[config.mk]
export PLATFORM = sky130hd
export DESIGN_NAME = sac_regif
export DESIGN_NICKNAME = d
export VERILOG_FILES = /design/src/verilog/sac_pkg.sv /design/src/verilog/sac_addr_split.sv /design/src/verilog/sac_refresh_timer.sv /design/src/verilog/sac_regif.sv
export SDC_FILE = /design/constraint.sdc
export NUM_CORES = 1
export LEC_CHECK = 0
export BUFFER_PORTS_ARGS = -buffer_cell sky130_fd_sc_hd__buf_2
export CORE_UTILIZATION = 42
export CTS_CLUSTER_SIZE = 8
export DETAILED_ROUTE_END_ITERATION = 10
export HOLD_SLACK_MARGIN = 0.12
export PLACE_DENSITY = 0.68
export SETUP_SLACK_MARGIN = 0.15
export SYNTH_ARGS = -nofsm -noshare
export SYNTH_HDL_FRONTEND = slang
export SYNTH_SLANG_ARGS = --single-unit
[constraint.sdc]
create_clock -name ref_clk -period 9.27 [get_ports ref_clk]
set_input_delay 0.927 -clock ref_clk [delete_from_list [all_inputs] [get_ports ref_clk]]
set_output_delay 0.927 -clock ref_clk [all_outputs]
set_load 0.01 [all_outputs]
[src/verilog/sac_pkg.sv]
package sac_pkg;

    localparam int PADDR_W  = 8;
    localparam int DATA_W   = 32;
    localparam int SYS_A_W  = 28;
    localparam int MODE_W   = 3;
    localparam int RFSH_W   = 12;
    localparam int ROW_W    = 14;
    localparam int COL_W    = 12;
    localparam int BANK_W   = 3;
    localparam int BYTE_W   = 2;
    localparam int FLD_W    = 5;

    // ********************************************
    // register offsets
    // ********************************************
    localparam logic [7:0] OFS_CMD   = 8'h00;
    localparam logic [7:0] OFS_RFSH  = 8'h04;
    localparam logic [7:0] OFS_CFG   = 8'h08;
    localparam logic [7:0] OFS_TPA   = 8'h0c;
    localparam logic [7:0] OFS_TPB   = 8'h10;
    localparam logic [7:0] OFS_TPC   = 8'h14;
    localparam logic [7:0] OFS_LPC   = 8'h1c;
    localparam logic [7:0] OFS_MDT   = 8'h20;
    localparam logic [7:0] OFS_DLL   = 8'h24;
    localparam logic [7:0] OFS_HSC   = 8'h2c;
    localparam logic [7:0] OFS_WGM   = 8'he4;
    localparam logic [7:0] OFS_WGS   = 8'he8;

    // ********************************************
    // reset values and writable masks
    // ********************************************
    localparam logic [31:0] RST_ZERO = 32'h0000_0000;
    localparam logic [31:0] RST_CFG  = 32'h0000_7024;
    localparam logic [31:0] RST_TPA  = 32'h2022_7225;
    localparam logic [31:0] RST_TPB  = 32'h03c8_0808;
    localparam logic [31:0] RST_TPC  = 32'h0000_2062;
    localparam logic [31:0] RST_LPC  = 32'h0001_0000;
    localparam logic [31:0] RST_MDT  = 32'h0000_0010;
    localparam logic [31:0] RST_DLL  = 32'h0000_0001;
    localparam logic [31:0] MSK_CMD  = 32'h0000_0007;
    localparam logic [31:0] MSK_RFSH = 32'h0000_0fff;
    localparam logic [31:0] MSK_WGM  = 32'h0000_0001;

    // ********************************************
    // field positions
    // ********************************************
    localparam int CFG_NC_LSB = 0;
    localparam int CFG_NR_LSB = 2;
    localparam int CFG_NB_BIT = 20;
    localparam int CFG_DEC_BIT = 22;
    localparam int MDT_HALF_BIT = 4;
    localparam int WGM_EN_BIT = 0;
    localparam int WGS_VIOL_BIT = 0;
    localparam int WGS_SRC_LSB = 8;

    // ********************************************
    // address split widths
    // ********************************************
    localparam logic [4:0] COL_BASE_HALF = 5'h09;
    localparam logic [4:0] COL_BASE_FULL = 5'h08;
    localparam logic [4:0] ROW_BASE      = 5'h0b;
    localparam logic [4:0] BYTE_HALF     = 5'h01;
    localparam logic [4:0] BYTE_FULL     = 5'h02;
    localparam logic [4:0] BANK_FOUR     = 5'h02;
    localparam logic [4:0] BANK_EIGHT    = 5'h03;

    typedef enum logic [2:0] {
        SAC_CMD_NORMAL   = 3'b000,
        SAC_CMD_NOP      = 3'b001,
        SAC_CMD_PRECHG   = 3'b010,
        SAC_CMD_LOADMR   = 3'b011,
        SAC_CMD_AUTOREF  = 3'b100,
        SAC_CMD_EXTMR    = 3'b101,
        SAC_CMD_DEEPPD   = 3'b110
    } sac_cmd_t;

endpackage : sac_pkg

[src/verilog/sac_addr_split.sv]
`timescale 1ns/1ps
`default_nettype none
module sac_addr_split
    import sac_pkg::*;
(
    input  wire logic               ref_clk,
    input  wire logic               rst,
    input  wire logic [SYS_A_W-1:0] sys_addr,
    input  wire logic               half_bus,
    input  wire logic               interleave,
    input  wire logic               eight_bank,
    input  wire logic [1:0]         col_sel,
    input  wire logic [1:0]         row_sel,
    output logic      [ROW_W-1:0]   row_r,
    output logic      [COL_W-1:0]   col_r,
    output logic      [BANK_W-1:0]  bank_r,
    output logic      [BYTE_W-1:0]  byte_r
);

    logic [4:0] byte_w, col_w, row_w, bank_w;
    logic [4:0] row_lsb, bank_lsb;
    logic [SYS_A_W-1:0] col_f, row_f, bank_f, byte_f;

    function automatic logic [SYS_A_W-1:0] fld(
        input logic [SYS_A_W-1:0] a,
        input logic [4:0]         lsb,
        input logic [4:0]         w
    );
        fld = (a >> lsb) & ((28'h1 << w) - 28'h1);
    endfunction : fld

    always_comb begin
        byte_w = half_bus ? BYTE_HALF : BYTE_FULL;
        col_w  = (half_bus ? COL_BASE_HALF : COL_BASE_FULL)
               + {3'h0, col_sel};
        row_w  = ROW_BASE + {3'h0, row_sel};
        bank_w = (half_bus && eight_bank) ? BANK_EIGHT : BANK_FOUR;
        if (half_bus && interleave) begin
            // bank right above the column field
            bank_lsb = byte_w + col_w;
            row_lsb  = bank_lsb + bank_w;
        end else begin
            row_lsb  = byte_w + col_w;
            bank_lsb = row_lsb + row_w;
        end
        byte_f = fld(sys_addr, 5'h00, byte_w);
        col_f  = fld(sys_addr, byte_w, col_w);
        row_f  = fld(sys_addr, row_lsb, row_w);
        bank_f = fld(sys_addr, bank_lsb, bank_w);
    end

    always_ff @(posedge ref_clk) begin
        if (rst) begin
            row_r  <= '0;
            col_r  <= '0;
            bank_r <= '0;
            byte_r <= '0;
        end else begin
            row_r  <= row_f[ROW_W-1:0];
            col_r  <= col_f[COL_W-1:0];
            bank_r <= bank_f[BANK_W-1:0];
            byte_r <= byte_f[BYTE_W-1:0];
        end
    end
endmodule : sac_addr_split
`default_nettype wire

[src/verilog/sac_refresh_timer.sv]
`timescale 1ns/1ps
`default_nettype none
module sac_refresh_timer
    import sac_pkg::*;
(
    input  wire logic              ref_clk,
    input  wire logic              rst,
    input  wire logic [RFSH_W-1:0] period,
    input  wire logic              reload,
    output logic                   pulse_r
);

    logic [RFSH_W-1:0] count_r;

    // a period of zero parks the timer, no refresh is asked for
    always_ff @(posedge ref_clk) begin
        if (rst) begin
            count_r <= '0;
        end else if (reload || count_r <= 12'h001) begin
            count_r <= period;
        end else begin
            count_r <= count_r - 12'h001;
        end
    end

    always_ff @(posedge ref_clk) begin
        if (rst) begin
            pulse_r <= 1'b0;
        end else begin
            pulse_r <= !reload && count_r == 12'h001;
        end
    end
endmodule : sac_refresh_timer
`default_nettype wire

[src/verilog/sac_regif.sv]
`timescale 1ns/1ps
`default_nettype none
module sac_regif
    import sac_pkg::*;
(
    input  wire logic               ref_clk,
    input  wire logic               rst,
    input  wire logic               psel,
    input  wire logic               penable,
    input  wire logic               pwrite,
    input  wire logic [PADDR_W-1:0] paddr,
    input  wire logic [DATA_W-1:0]  pwdata,
    output logic      [DATA_W-1:0]  prdata,
    output logic                    pready,
    output logic                    pslverr,
    input  wire logic [SYS_A_W-1:0] sys_addr,
    input  wire logic               mem_access,
    output logic      [ROW_W-1:0]   mem_row,
    output logic      [COL_W-1:0]   mem_col,
    output logic      [BANK_W-1:0]  mem_bank,
    output logic      [BYTE_W-1:0]  mem_byte_sel,
    output logic      [MODE_W-1:0]  cmd_mode,
    output logic                    cmd_issue,
    output logic      [MODE_W-1:0]  cmd_code,
    output logic                    deep_power_down,
    output logic                    refresh_req,
    output logic      [DATA_W-1:0]  timing_a,
    output logic      [DATA_W-1:0]  timing_b,
    output logic      [DATA_W-1:0]  timing_c,
    output logic      [DATA_W-1:0]  low_power,
    output logic      [DATA_W-1:0]  high_speed
);

    // ********************************************
    // bus decode
    // ********************************************
    logic              wr_en, rd_setup, guard_on;
    logic              wr_prot, viol;
    logic [DATA_W-1:0] rd_nxt, prdata_r;
    logic [DATA_W-1:0] cmd_r, rfsh_r, cfg_r;
    logic [DATA_W-1:0] tpa_r, tpb_r, tpc_r;
    logic [DATA_W-1:0] lpc_r, mdt_r, hsc_r;
    logic [DATA_W-1:0] wgm_r, wgs_r;
    logic              issue_r;
    logic [MODE_W-1:0] code_r;
    logic              rfsh_load;
    logic [RFSH_W-1:0] rfsh_period;
    sac_cmd_t          mode;

    // zero wait states, no error answer: reserved slots read zero
    assign pready  = 1'b1;
    assign pslverr = 1'b0;
    assign wr_en    = psel && penable && pwrite;
    assign rd_setup = psel && !penable && !pwrite;
    assign guard_on = wgm_r[WGM_EN_BIT];
    assign wr_prot  = paddr == OFS_CMD || paddr == OFS_RFSH
                   || paddr == OFS_CFG;
    assign viol     = wr_en && guard_on && wr_prot;
    assign mode     = sac_cmd_t'(cmd_r[MODE_W-1:0]);

    // ********************************************
    // guarded registers
    // ********************************************
    always_ff @(posedge ref_clk) begin
        if (rst) begin
            cmd_r  <= RST_ZERO;
            rfsh_r <= RST_ZERO;
            cfg_r  <= RST_CFG;
        end else if (wr_en && !guard_on) begin
            unique case (paddr)
                OFS_CMD:  cmd_r  <= pwdata & MSK_CMD;
                OFS_RFSH: rfsh_r <= pwdata & MSK_RFSH;
                OFS_CFG:  cfg_r  <= pwdata;
                default:  cmd_r  <= cmd_r;
            endcase
        end
    end

    // ********************************************
    // open registers
    // ********************************************
    always_ff @(posedge ref_clk) begin
        if (rst) begin
            tpa_r <= RST_TPA;
            tpb_r <= RST_TPB;
            tpc_r <= RST_TPC;
            lpc_r <= RST_LPC;
            mdt_r <= RST_MDT;
            hsc_r <= RST_ZERO;
            wgm_r <= RST_ZERO;
        end else if (wr_en) begin
            unique case (paddr)
                OFS_TPA: tpa_r <= pwdata;
                OFS_TPB: tpb_r <= pwdata;
                OFS_TPC: tpc_r <= pwdata;
                OFS_LPC: lpc_r <= pwdata;
                OFS_MDT: mdt_r <= pwdata;
                OFS_HSC: hsc_r <= pwdata;
                OFS_WGM: wgm_r <= pwdata & MSK_WGM;
                default: tpa_r <= tpa_r;
            endcase
        end
    end

    // ********************************************
    // guard status
    // ********************************************
    // a fresh violation wins over the clear-on-read of the same cycle
    always_ff @(posedge ref_clk) begin
        if (rst) begin
            wgs_r <= RST_ZERO;
        end else if (viol) begin
            wgs_r <= RST_ZERO;
            wgs_r[WGS_VIOL_BIT] <= 1'b1;
            wgs_r[WGS_SRC_LSB +: PADDR_W] <= paddr;
        end else if (rd_setup && paddr == OFS_WGS) begin
            wgs_r <= RST_ZERO;
        end
    end

    // ********************************************
    // read path
    // ********************************************
    always_comb begin
        unique case (paddr)
            OFS_CMD:  rd_nxt = cmd_r;
            OFS_RFSH: rd_nxt = rfsh_r;
            OFS_CFG:  rd_nxt = cfg_r;
            OFS_TPA:  rd_nxt = tpa_r;
            OFS_TPB:  rd_nxt = tpb_r;
            OFS_TPC:  rd_nxt = tpc_r;
            OFS_LPC:  rd_nxt = lpc_r;
            OFS_MDT:  rd_nxt = mdt_r;
            OFS_DLL:  rd_nxt = RST_DLL;
            OFS_HSC:  rd_nxt = hsc_r;
            OFS_WGM:  rd_nxt = wgm_r;
            OFS_WGS:  rd_nxt = wgs_r;
            default:  rd_nxt = RST_ZERO;
        endcase
    end

    always_ff @(posedge ref_clk) begin
        if (rst) begin
            prdata_r <= RST_ZERO;
        end else if (rd_setup) begin
            prdata_r <= rd_nxt;
        end
    end

    assign prdata = prdata_r;

    // ********************************************
    // command issue
    // ********************************************
    always_ff @(posedge ref_clk) begin
        if (rst) begin
            issue_r <= 1'b0;
            code_r  <= SAC_CMD_NORMAL;
        end else begin
            issue_r <= mem_access && mode >= SAC_CMD_NOP
                    && mode <= SAC_CMD_EXTMR;
            code_r  <= mem_access ? mode : code_r;
        end
    end

    assign cmd_mode        = cmd_r[MODE_W-1:0];
    assign cmd_issue       = issue_r;
    assign cmd_code        = code_r;
    assign deep_power_down = mode == SAC_CMD_DEEPPD;
    assign timing_a        = tpa_r;
    assign timing_b        = tpb_r;
    assign timing_c        = tpc_r;
    assign low_power       = lpc_r;
    assign high_speed      = hsc_r;

    // ********************************************
    // address split and refresh
    // ********************************************
    // the split follows the live config; reprogramming it mid-traffic
    // is left to software
    sac_addr_split u_split (
        .ref_clk    (ref_clk),
        .rst        (rst),
        .sys_addr   (sys_addr),
        .half_bus   (mdt_r[MDT_HALF_BIT]),
        .interleave (cfg_r[CFG_DEC_BIT]),
        .eight_bank (cfg_r[CFG_NB_BIT]),
        .col_sel    (cfg_r[CFG_NC_LSB +: 2]),
        .row_sel    (cfg_r[CFG_NR_LSB +: 2]),
        .row_r      (mem_row),
        .col_r      (mem_col),
        .bank_r     (mem_bank),
        .byte_r     (mem_byte_sel)
    );

    // the timer reloads on the write edge, so it must see the new count
    assign rfsh_load   = wr_en && !guard_on && paddr == OFS_RFSH;
    assign rfsh_period = rfsh_load ? pwdata[RFSH_W-1:0]
                                   : rfsh_r[RFSH_W-1:0];

    sac_refresh_timer u_rfsh (
        .ref_clk (ref_clk),
        .rst     (rst),
        .period  (rfsh_period),
        .reload  (rfsh_load),
        .pulse_r (refresh_req)
    );
endmodule : sac_regif
`default_nettype wire

After elaboration in Yosys (flattened, before gate mapping)
Cells that the tools add are included.
{"block": "word_totals", "wordCells": 100, "output_inout_bits": 234, "ff_bits": 329, "in_bits": 74}
{"block": "op_classes", "mux": 10, "bitwise_logic": 4, "magnitude_cmp": 3, "n_reduce_logical": 33, "n_addsub": 10, "shift": 7, "n_eq_ne": 13}
{"operator": "case mux 32 bit (12 select lines)", "count": 1}
{"operator": "2-to-1 mux 16 bit", "count": 2}
{"operator": ">> shifter 28 x 2 -> 12 bit", "count": 1}
{"operator": ">> shifter 28 x 5 -> 14 bit", "count": 1}
{"operator": ">> shifter 28 x 5 -> 3 bit", "count": 1}
{"operator": "equality test 8 x 5 -> 1 bit (second input constant)", "count": 3}
{"operator": "equality test 8 x 6 -> 1 bit (second input constant)", "count": 3}
{"operator": "2-to-1 mux 12 bit", "count": 2}
{"operator": "subtractor 12 x 1 -> 12 bit (second input constant)", "count": 2}
{"operator": "AND reduction 2 bit", "count": 10}
{"operator": "equality test 8 x 4 -> 1 bit (second input constant)", "count": 2}
{"operator": "equality test 8 bit (second input constant)", "count": 2}
{"operator": "adder 5 bit", "count": 3}
{"operator": "bitwise AND 14 bit", "count": 1}
{"operator": "logical AND 1 bit", "count": 14}
{"operator": "left shift 1 x 5 -> 14 bit (first input constant)", "count": 1}
{"operator": "subtractor 14 x 1 -> 14 bit (second input constant)", "count": 1}
{"operator": "bitwise AND 12 bit", "count": 1}
{"operator": "equality test 12 x 1 -> 1 bit (second input constant)", "count": 1}
{"operator": "less-or-equal comparator 12 x 1 -> 1 bit (second input constant)", "count": 1}
{"operator": "left shift 1 x 5 -> 12 bit (first input constant)", "count": 1}
{"operator": "2-to-1 mux 5 bit", "count": 2}
{"operator": "equality test 8 x 3 -> 1 bit (second input constant)", "count": 1}
{"operator": "zero test 8 bit", "count": 1}
{"operator": "other kinds (16)", "count": 22}

Depth between registers and ports, before layout
{"block": "logic_depth", "word_depth": 7, "ltp_mapped": 17, "ltp_nobuf": 13}

By module
Synthesis repeated with hierarchy kept, for this count alone.
{"block": "unflattened", "cells_unflattened": 2081, "hier_area_um2": 16763.6}
{"mod": "sac_regif", "cells_per_inst": 1492, "n_inst": 1, "seq_area_each_um2": 5705.5, "area_per_inst_um2": 11906.4}
{"mod": "sac_addr_split", "cells_per_inst": 511, "n_inst": 1, "seq_area_each_um2": 620.6, "area_per_inst_um2": 4164.0}
{"mod": "sac_refresh_timer", "cells_per_inst": 78, "n_inst": 1, "seq_area_each_um2": 260.2, "area_per_inst_um2": 693.2}

Least setup slack after synthesis
Ideal clock, no wire load.
{"block": "synth_timing", "path_kind": "register to register", "from": "register mdt_r[4]", "to": "register u_split.row_r[8]", "path_stages_with_launch": 17, "required_ps": 9154, "path_slack_ps": 5321, "path_buffers": 7, "t_arrival_ps": 3832, "period_less_slack_ps": 3949, "setup_time_ps": 116, "path_cell_list": "dfxtp_1 > buf_6 > buf_2 > buf_1 > clkbuf_1 > buf_2 > xnor2_1 > ha_1 > clkbuf_1 > buf_2 > mux2_2 > nand2_1 > o221ai_1 > mux4_2 > nand2_1 > o21ai_0 > a31o_2"}
{"block": "synth_via", "elab_chain_len": 7, "elab_cells_between_ends": 11, "classes_between": "add/sub: 3; shift: 1; mux: 4; bitwise: 1; reduce/logical: 2"}
{"element": "start: declaration", "line_no": "sac_regif.sv:42", "text": "logic [DATA_W-1:0] lpc_r, mdt_r, hsc_r;"}
{"element": "start signal: assignment", "line_no": "sac_regif.sv:97", "text": "OFS_MDT: mdt_r <= pwdata;"}
{"element": "2-to-1 mux 1 bit", "line_no": "sac_addr_split.sv:34", "text": "col_w = (half_bus ? COL_BASE_HALF : COL_BASE_FULL)"}
{"element": "adder 5 x 2 -> 5 bit", "line_no": "sac_addr_split.sv:35", "text": "+ {3'h0, col_sel};"}
{"element": "adder 5 bit", "line_no": "sac_addr_split.sv:40, sac_addr_split.sv:43"}
{"element": "adder 5 bit", "line_no": "sac_addr_split.sv:41", "text": "row_lsb = bank_lsb + bank_w;"}
{"element": "2-to-1 mux 5 bit (*)", "line_no": "sac_addr_split.sv:38", "text": "if (half_bus && interleave) begin"}
{"element": ">> shifter 28 x 5 -> 14 bit (*)", "line_no": "sac_addr_split.sv:29", "text": "fld = (a >> lsb) & ((28'h1 << w) - 28'h1);"}
{"element": "bitwise AND 14 bit (*)", "line_no": "sac_addr_split.sv:29"}
{"element": "end signal: assignment", "line_no": "sac_addr_split.sv:59", "text": "row_r <= row_f[ROW_W-1:0];"}
{"element": "end: declaration", "line_no": "sac_addr_split.sv:14", "text": "output logic [ROW_W-1:0] row_r,"}
Mark *: on every way between the ends. The rest lies on a longest branch, timed or not.
A chain may end at the register's enable or synchronous reset.

Worst setup path after layout
{"block": "layout_timing", "from": "register mdt_r[4]", "to": "register u_split.bank_r[2]"}
{"block": "layout_via", "elab_chain_len": 7, "elab_cells_between_ends": 13, "classes_between": "add/sub: 4; shift: 2; mux: 4; bitwise: 1; reduce/logical: 2"}
{"element": "2-to-1 mux 1 bit", "line_no": "sac_addr_split.sv:34"}
{"element": "adder 5 x 2 -> 5 bit", "line_no": "sac_addr_split.sv:35"}
{"element": "adder 5 bit", "line_no": "sac_addr_split.sv:40, sac_addr_split.sv:43"}
{"element": "adder 5 bit", "line_no": "sac_addr_split.sv:44", "text": "bank_lsb = row_lsb + row_w;"}
{"element": "2-to-1 mux 5 bit", "line_no": "sac_addr_split.sv:38"}
{"element": ">> shifter 28 x 5 -> 3 bit", "line_no": "sac_addr_split.sv:29"}
{"element": "bitwise AND 3 bit (*)", "line_no": "sac_addr_split.sv:29"}
{"element": "end signal: assignment", "line_no": "sac_addr_split.sv:61", "text": "bank_r <= bank_f[BANK_W-1:0];"}
{"element": "end: declaration", "line_no": "sac_addr_split.sv:16", "text": "output logic [BANK_W-1:0] bank_r,"}
Marks and branches as above.

==> impl_table.tex <==
\begin{tabular}{lr}
\hline
Metric & Value \\
\hline
\multicolumn{2}{l}{\textbf{Outcome}} \\
\quad Status & finished, final reports clean \\
\multicolumn{2}{l}{\textbf{STA}} \\
\quad Setup repair after global routing missed its margin & false \\
\quad Hold violation count in the final report & 0 \\
\quad Worst slew margin relative to its limit & 14.6\% \\
\quad Crit path time final & 4840 ps \\
\quad Tightest hold margin & 450 ps \\
\quad Worst clock skew & 16.7 ps \\
\quad Fraction of the cycle the final worst path needs & 52.3\% \\
\quad PnR worst setup slack & 4430 ps \\
\quad Setup total negative slack & 0 ps \\
\quad Actual slew at the worst max-slew pin & 1280 ps \\
\quad Total of endpoints with negative setup slack in the final report & 0 \\
\quad Highest clock rate & 206 MHz \\
\quad Max-slew violation count & 0 \\
\multicolumn{2}{l}{\textbf{CTS}} \\
\quad CTS sink cnt & 329 \\
\quad Register clock-pin slew on the reported worst setup and hold paths & 50 ps \\
\quad Number of buffers inserted during clock tree synthesis & 47 \\
\quad Cts-stage hold buffer count & 0 \\
\quad Post-CTS Setup Repair Bufs & 0 \\
\quad Clock root cell & clkbuf\_16 \\
\quad Clock insertion delay at the later pin of the skew report & 590 ps \\
\quad CTS H-Tree Depth & 2 \\
\quad Clk buf depth & 3 \\
\quad Clock tree from TritonCTS & yes \\
\quad Count of instances resized after the clock tree is built & 0 \\
\multicolumn{2}{l}{\textbf{Detailed routing}} \\
\quad Number of DRC markers in iteration 0 & 1863 \\
\quad \# DRC & 0 \\
\quad Average via count per standard cell & 6.08 \\
\quad Drt first pass iters & 6 \\
\quad WL per Instance & 23.4 microns \\
\quad Routed Antenna Nets & 0 \\
\quad Routed vias & 17600 \\
\quad Total wire length & 67600 microns \\
\multicolumn{2}{l}{\textbf{Synth}} \\
\quad Total number of yosys warnings & 0 \\
\quad Post-synthesis register bit count & 329 \\
\quad Post-synthesis average cell area & 7.75 sq um \\
\quad Synth Cell Area & 16800 sq um \\
\quad Number of enable-type register cells in the synthesized netlist & 0 \\
\quad Main synth FF type & dfxtp\_1 \\
\quad Complex-gate fraction of the synthesized area & 19.9\% \\
\quad Xor and xnor area share after synthesis & 1.43\% \\
\quad Post-synthesis cell count & 2162 \\
\quad Syn\_nets & 2259 \\
\quad Main combinational cell family by area after synthesis & simple AND/OR/NAND/NOR gates \\
\quad Post-synthesis share of cell area spent on full adders, half adders and majority gates & 1.81\% \\
\quad Synth cell types & 76 \\
\quad Top cells by area in the synthesized netlist & dfxtp\_1 39\%, nand2\_1 13\%, a21oi\_1 8.8\%, mux2i\_1 7.5\%, clkbuf\_1 2.8\% \\
\quad Multiplexer share of the synthesized area & 10.8\% \\
\quad Top cell type's share of synthesized area & 39.3\% \\
\quad Seq/Total Area, Yosys & 39.3\% \\
\quad Simple-gate area share of the yosys netlist & 21.4\% \\
\quad Proportion of synthesized flip-flops having asynchronous set or reset & 0\% \\
\quad Biggest area consumer among synthesized cells & dfxtp\_1 \\
\multicolumn{2}{l}{\textbf{Layout}} \\
\quad Number of filler cells placed in the layout & 3790 \\
\quad Proportion of layout cells with a drive suffix above 1 & 19.6\% \\
\quad Count of nets after finishing & 2462 \\
\quad Area of the multi-input gates & 9350 sq um \\
\quad Most common cell after layout, fill and taps aside & nand2\_1 \\
\quad Area delta synth->final & 17.8\% \\
\quad Highest-count cells in the layout ignoring fill and taps & 597 x nand2\_1, 328 x dfxtp\_1, 304 x buf\_2, 295 x a21oi\_1, 124 x mux2i\_1 \\
\quad FF/Latch Area & 6590 sq um \\
\quad Summed area of non-filler cells in the final layout & 19700 sq um \\
\multicolumn{2}{l}{\textbf{Placed design}} \\
\quad Number of input and output port buffers inserted & 305 \\
\quad Detail Placement HPWL & 45600 microns \\
\quad Total placed instance area & 18500 sq um \\
\quad Post-placement setup slack & 4490 ps \\
\quad Final RePlAce weighted congestion & 0.918 \\
\multicolumn{2}{l}{\textbf{GRT}} \\
\quad Pin count of the biggest net entering global routing & 92 \\
\quad Vias in the first global route & 16500 \\
\quad Total global routing overflow & 0 \\
\quad Antenna violations before repair & 3 \\
\quad First-pass GRT wire length & 101000 microns \\
\quad GRT Total Usage & 32.2\% \\
\multicolumn{2}{l}{\textbf{Pwr}} \\
\quad Comb pwr share & 9.7\% \\
\quad Total power & 3.35 mW \\
\quad Int Pwr & 2.48 mW \\
\quad Total net switching power & 873 uW \\
\quad Worst vdd rail ir drop & 0.159 mV \\
\quad Power density over cell area & 170 nW/um\^{}2 \\
\quad Clk pwr share & 46.7\% \\
\quad Switching part of the total power & 26.0\% \\
\quad Sequential share of power & 43.6\% \\
\quad Reported leakage power & 7.89 nW \\
\multicolumn{2}{l}{\textbf{Critical path}} \\
\quad Critical Path, Cell by Cell & ha\_1, ha\_1, fa\_1, ha\_1, ha\_1, xnor2\_1, a21oi\_2, mux2i\_1, mux2i\_1, mux2i\_1, a2111oi\_0, a32o\_1 \\
\quad Most frequent cell on the critical path & ha\_1 \\
\quad Library cell contributing the largest single delay on the critical path & a21oi\_2 \\
\quad Maximum fanout along the worst path & 21 \\
\quad Critical Path Max Stage Delay & 950 ps \\
\quad Required time worst endpoint & 9790 ps \\
\quad Crit end category & register \\
\quad Arrival time of data at the critical path endpoint & 5370 ps \\
\quad Type of origin of the critical path & register \\
\quad Crit Path Class & reg -> reg \\
\multicolumn{2}{l}{\textbf{Die}} \\
\quad Die boundary height & 202 microns \\
\quad Top-Level Pins & 308 \\
\quad Core area & 39000 sq um \\
\quad Die Area & 40700 sq um \\
\quad Standard-cell rows & 72 \\
\quad Starting density of the core & 43.0\% \\
\quad Die width & 202 microns \\
\multicolumn{2}{l}{\textbf{Min path}} \\
\quad Tightest Hold Check Type & reg -> reg \\
\multicolumn{2}{l}{\textbf{Flow run}} \\
\quad Max cap viols & 0 \\
\hline
\end{tabular}
[state kept, by name, summed over array words and instances, names as in the netlist, 12 cells and up]
register and count:
high_speed 32, timing_b 32, u_rfsh.count_r 12, cfg_r 32, prdata 32, timing_a 32
low_power 32, mdt_r 32, rfsh_r 12, u_split.row_r 14, timing_c 32, u_split.col_r 12
[through the flow]
step	utilization (%)	instances
after global placement	47.3	2834
after CTS	50.6	2888
after global routing	50.6	2889
final	50.6	2889
after detailed placement	47.3	2834
after floorplan	-	2162
[final cells by class]
cell class              instances  area share, %
clock inverters                 3          0.279
diodes                          1         0.0127
multi-input cells            1630           47.4
repair buffers                340           9.11
well taps                     518           3.28
flip-flops and latches        329           33.4
clock buffers                  51           6.20
inverters                      17          0.323
[metal layers]
metal  global-route usage (%)  wire (microns)  vias up
met4                     18.4            3630        6
met1                     40.7           26200     8319
li1                         -               -     7888
met5                     1.07              82        -
met3                     6.98            7470      235
met2                     50.5           30200     1126
[power groups by stage]
stage,logic (mW),registers (mW),clock network (mW)
floorplan,0.208,1.49,0
global placement,0.311,1.49,0
detailed placement,0.315,1.49,0
CTS,0.317,1.46,1.57
global route,0.351,1.46,1.62
finish,0.324,1.46,1.56
[cell usage after synthesis (7+ instances only)]
| library cell | number |
|---|---|
| xnor2_1 | 12 |
| ha_1 | 21 |
| buf_1 | 9 |
| dfxtp_1 | 329 |
| nand3_1 | 49 |
| buf_2 | 33 |
| clkbuf_1 | 126 |
| o22ai_1 | 26 |
| buf_4 | 15 |
| mux4_2 | 12 |
| a31oi_1 | 20 |
| o21ai_0 | 61 |
| nor2_1 | 99 |
| a22oi_1 | 60 |
| nor2b_1 | 16 |
| mux2i_1 | 125 |
| a21oi_1 | 295 |
| a211oi_1 | 16 |
| nor4_1 | 11 |
| a22o_1 | 7 |
| and3_1 | 28 |
| a221o_1 | 8 |
| xor2_1 | 8 |
| o211ai_1 | 10 |
| inv_1 | 17 |
| mux2_2 | 26 |
| nor3_1 | 23 |
| nand2_1 | 600 |
[path summary, 6_finish.rpt]
check / start / to / slack, ps / depth (start not counted)
setup / recovery: mdt_r[4]$_SDFFE_PP1P_ / u_split.bank_r[2]$_SDFF_PP0_ / 4430 / 12
hold / removal: prdata[21]$_SDFFE_PP0P_ / prdata[21]$_SDFFE_PP0P_ / 450 / 2
setup reg to reg: mdt_r[4]$_SDFFE_PP1P_ / u_split.bank_r[2]$_SDFF_PP0_ / 4430 / 12
hold reg to reg: prdata[21]$_SDFFE_PP0P_ / prdata[21]$_SDFFE_PP0P_ / 450 / 2
[cell families (layout without fill, tap and decap cells)]
family          after synthesis  count (layout)
xor+xnor                     24              24
buf+inv                     203             411
simple gates                862             862
fa+ha+maj                    23              23
compound gates              556             556
flops                       329             329
mux                         163             163
other cells                   2               3
[worst max-delay path: cells and delay by family, from the launching register on]
kind	cells	cell delay (ps)
multiplexers	3	590
AO/OA/AOI/OAI	3	1630
adder cells (fa/ha/maj)	5	1820
XOR/XNOR	1	190
flip-flops	1	570
No activity file was read; power rests on OpenSTA's default activity.
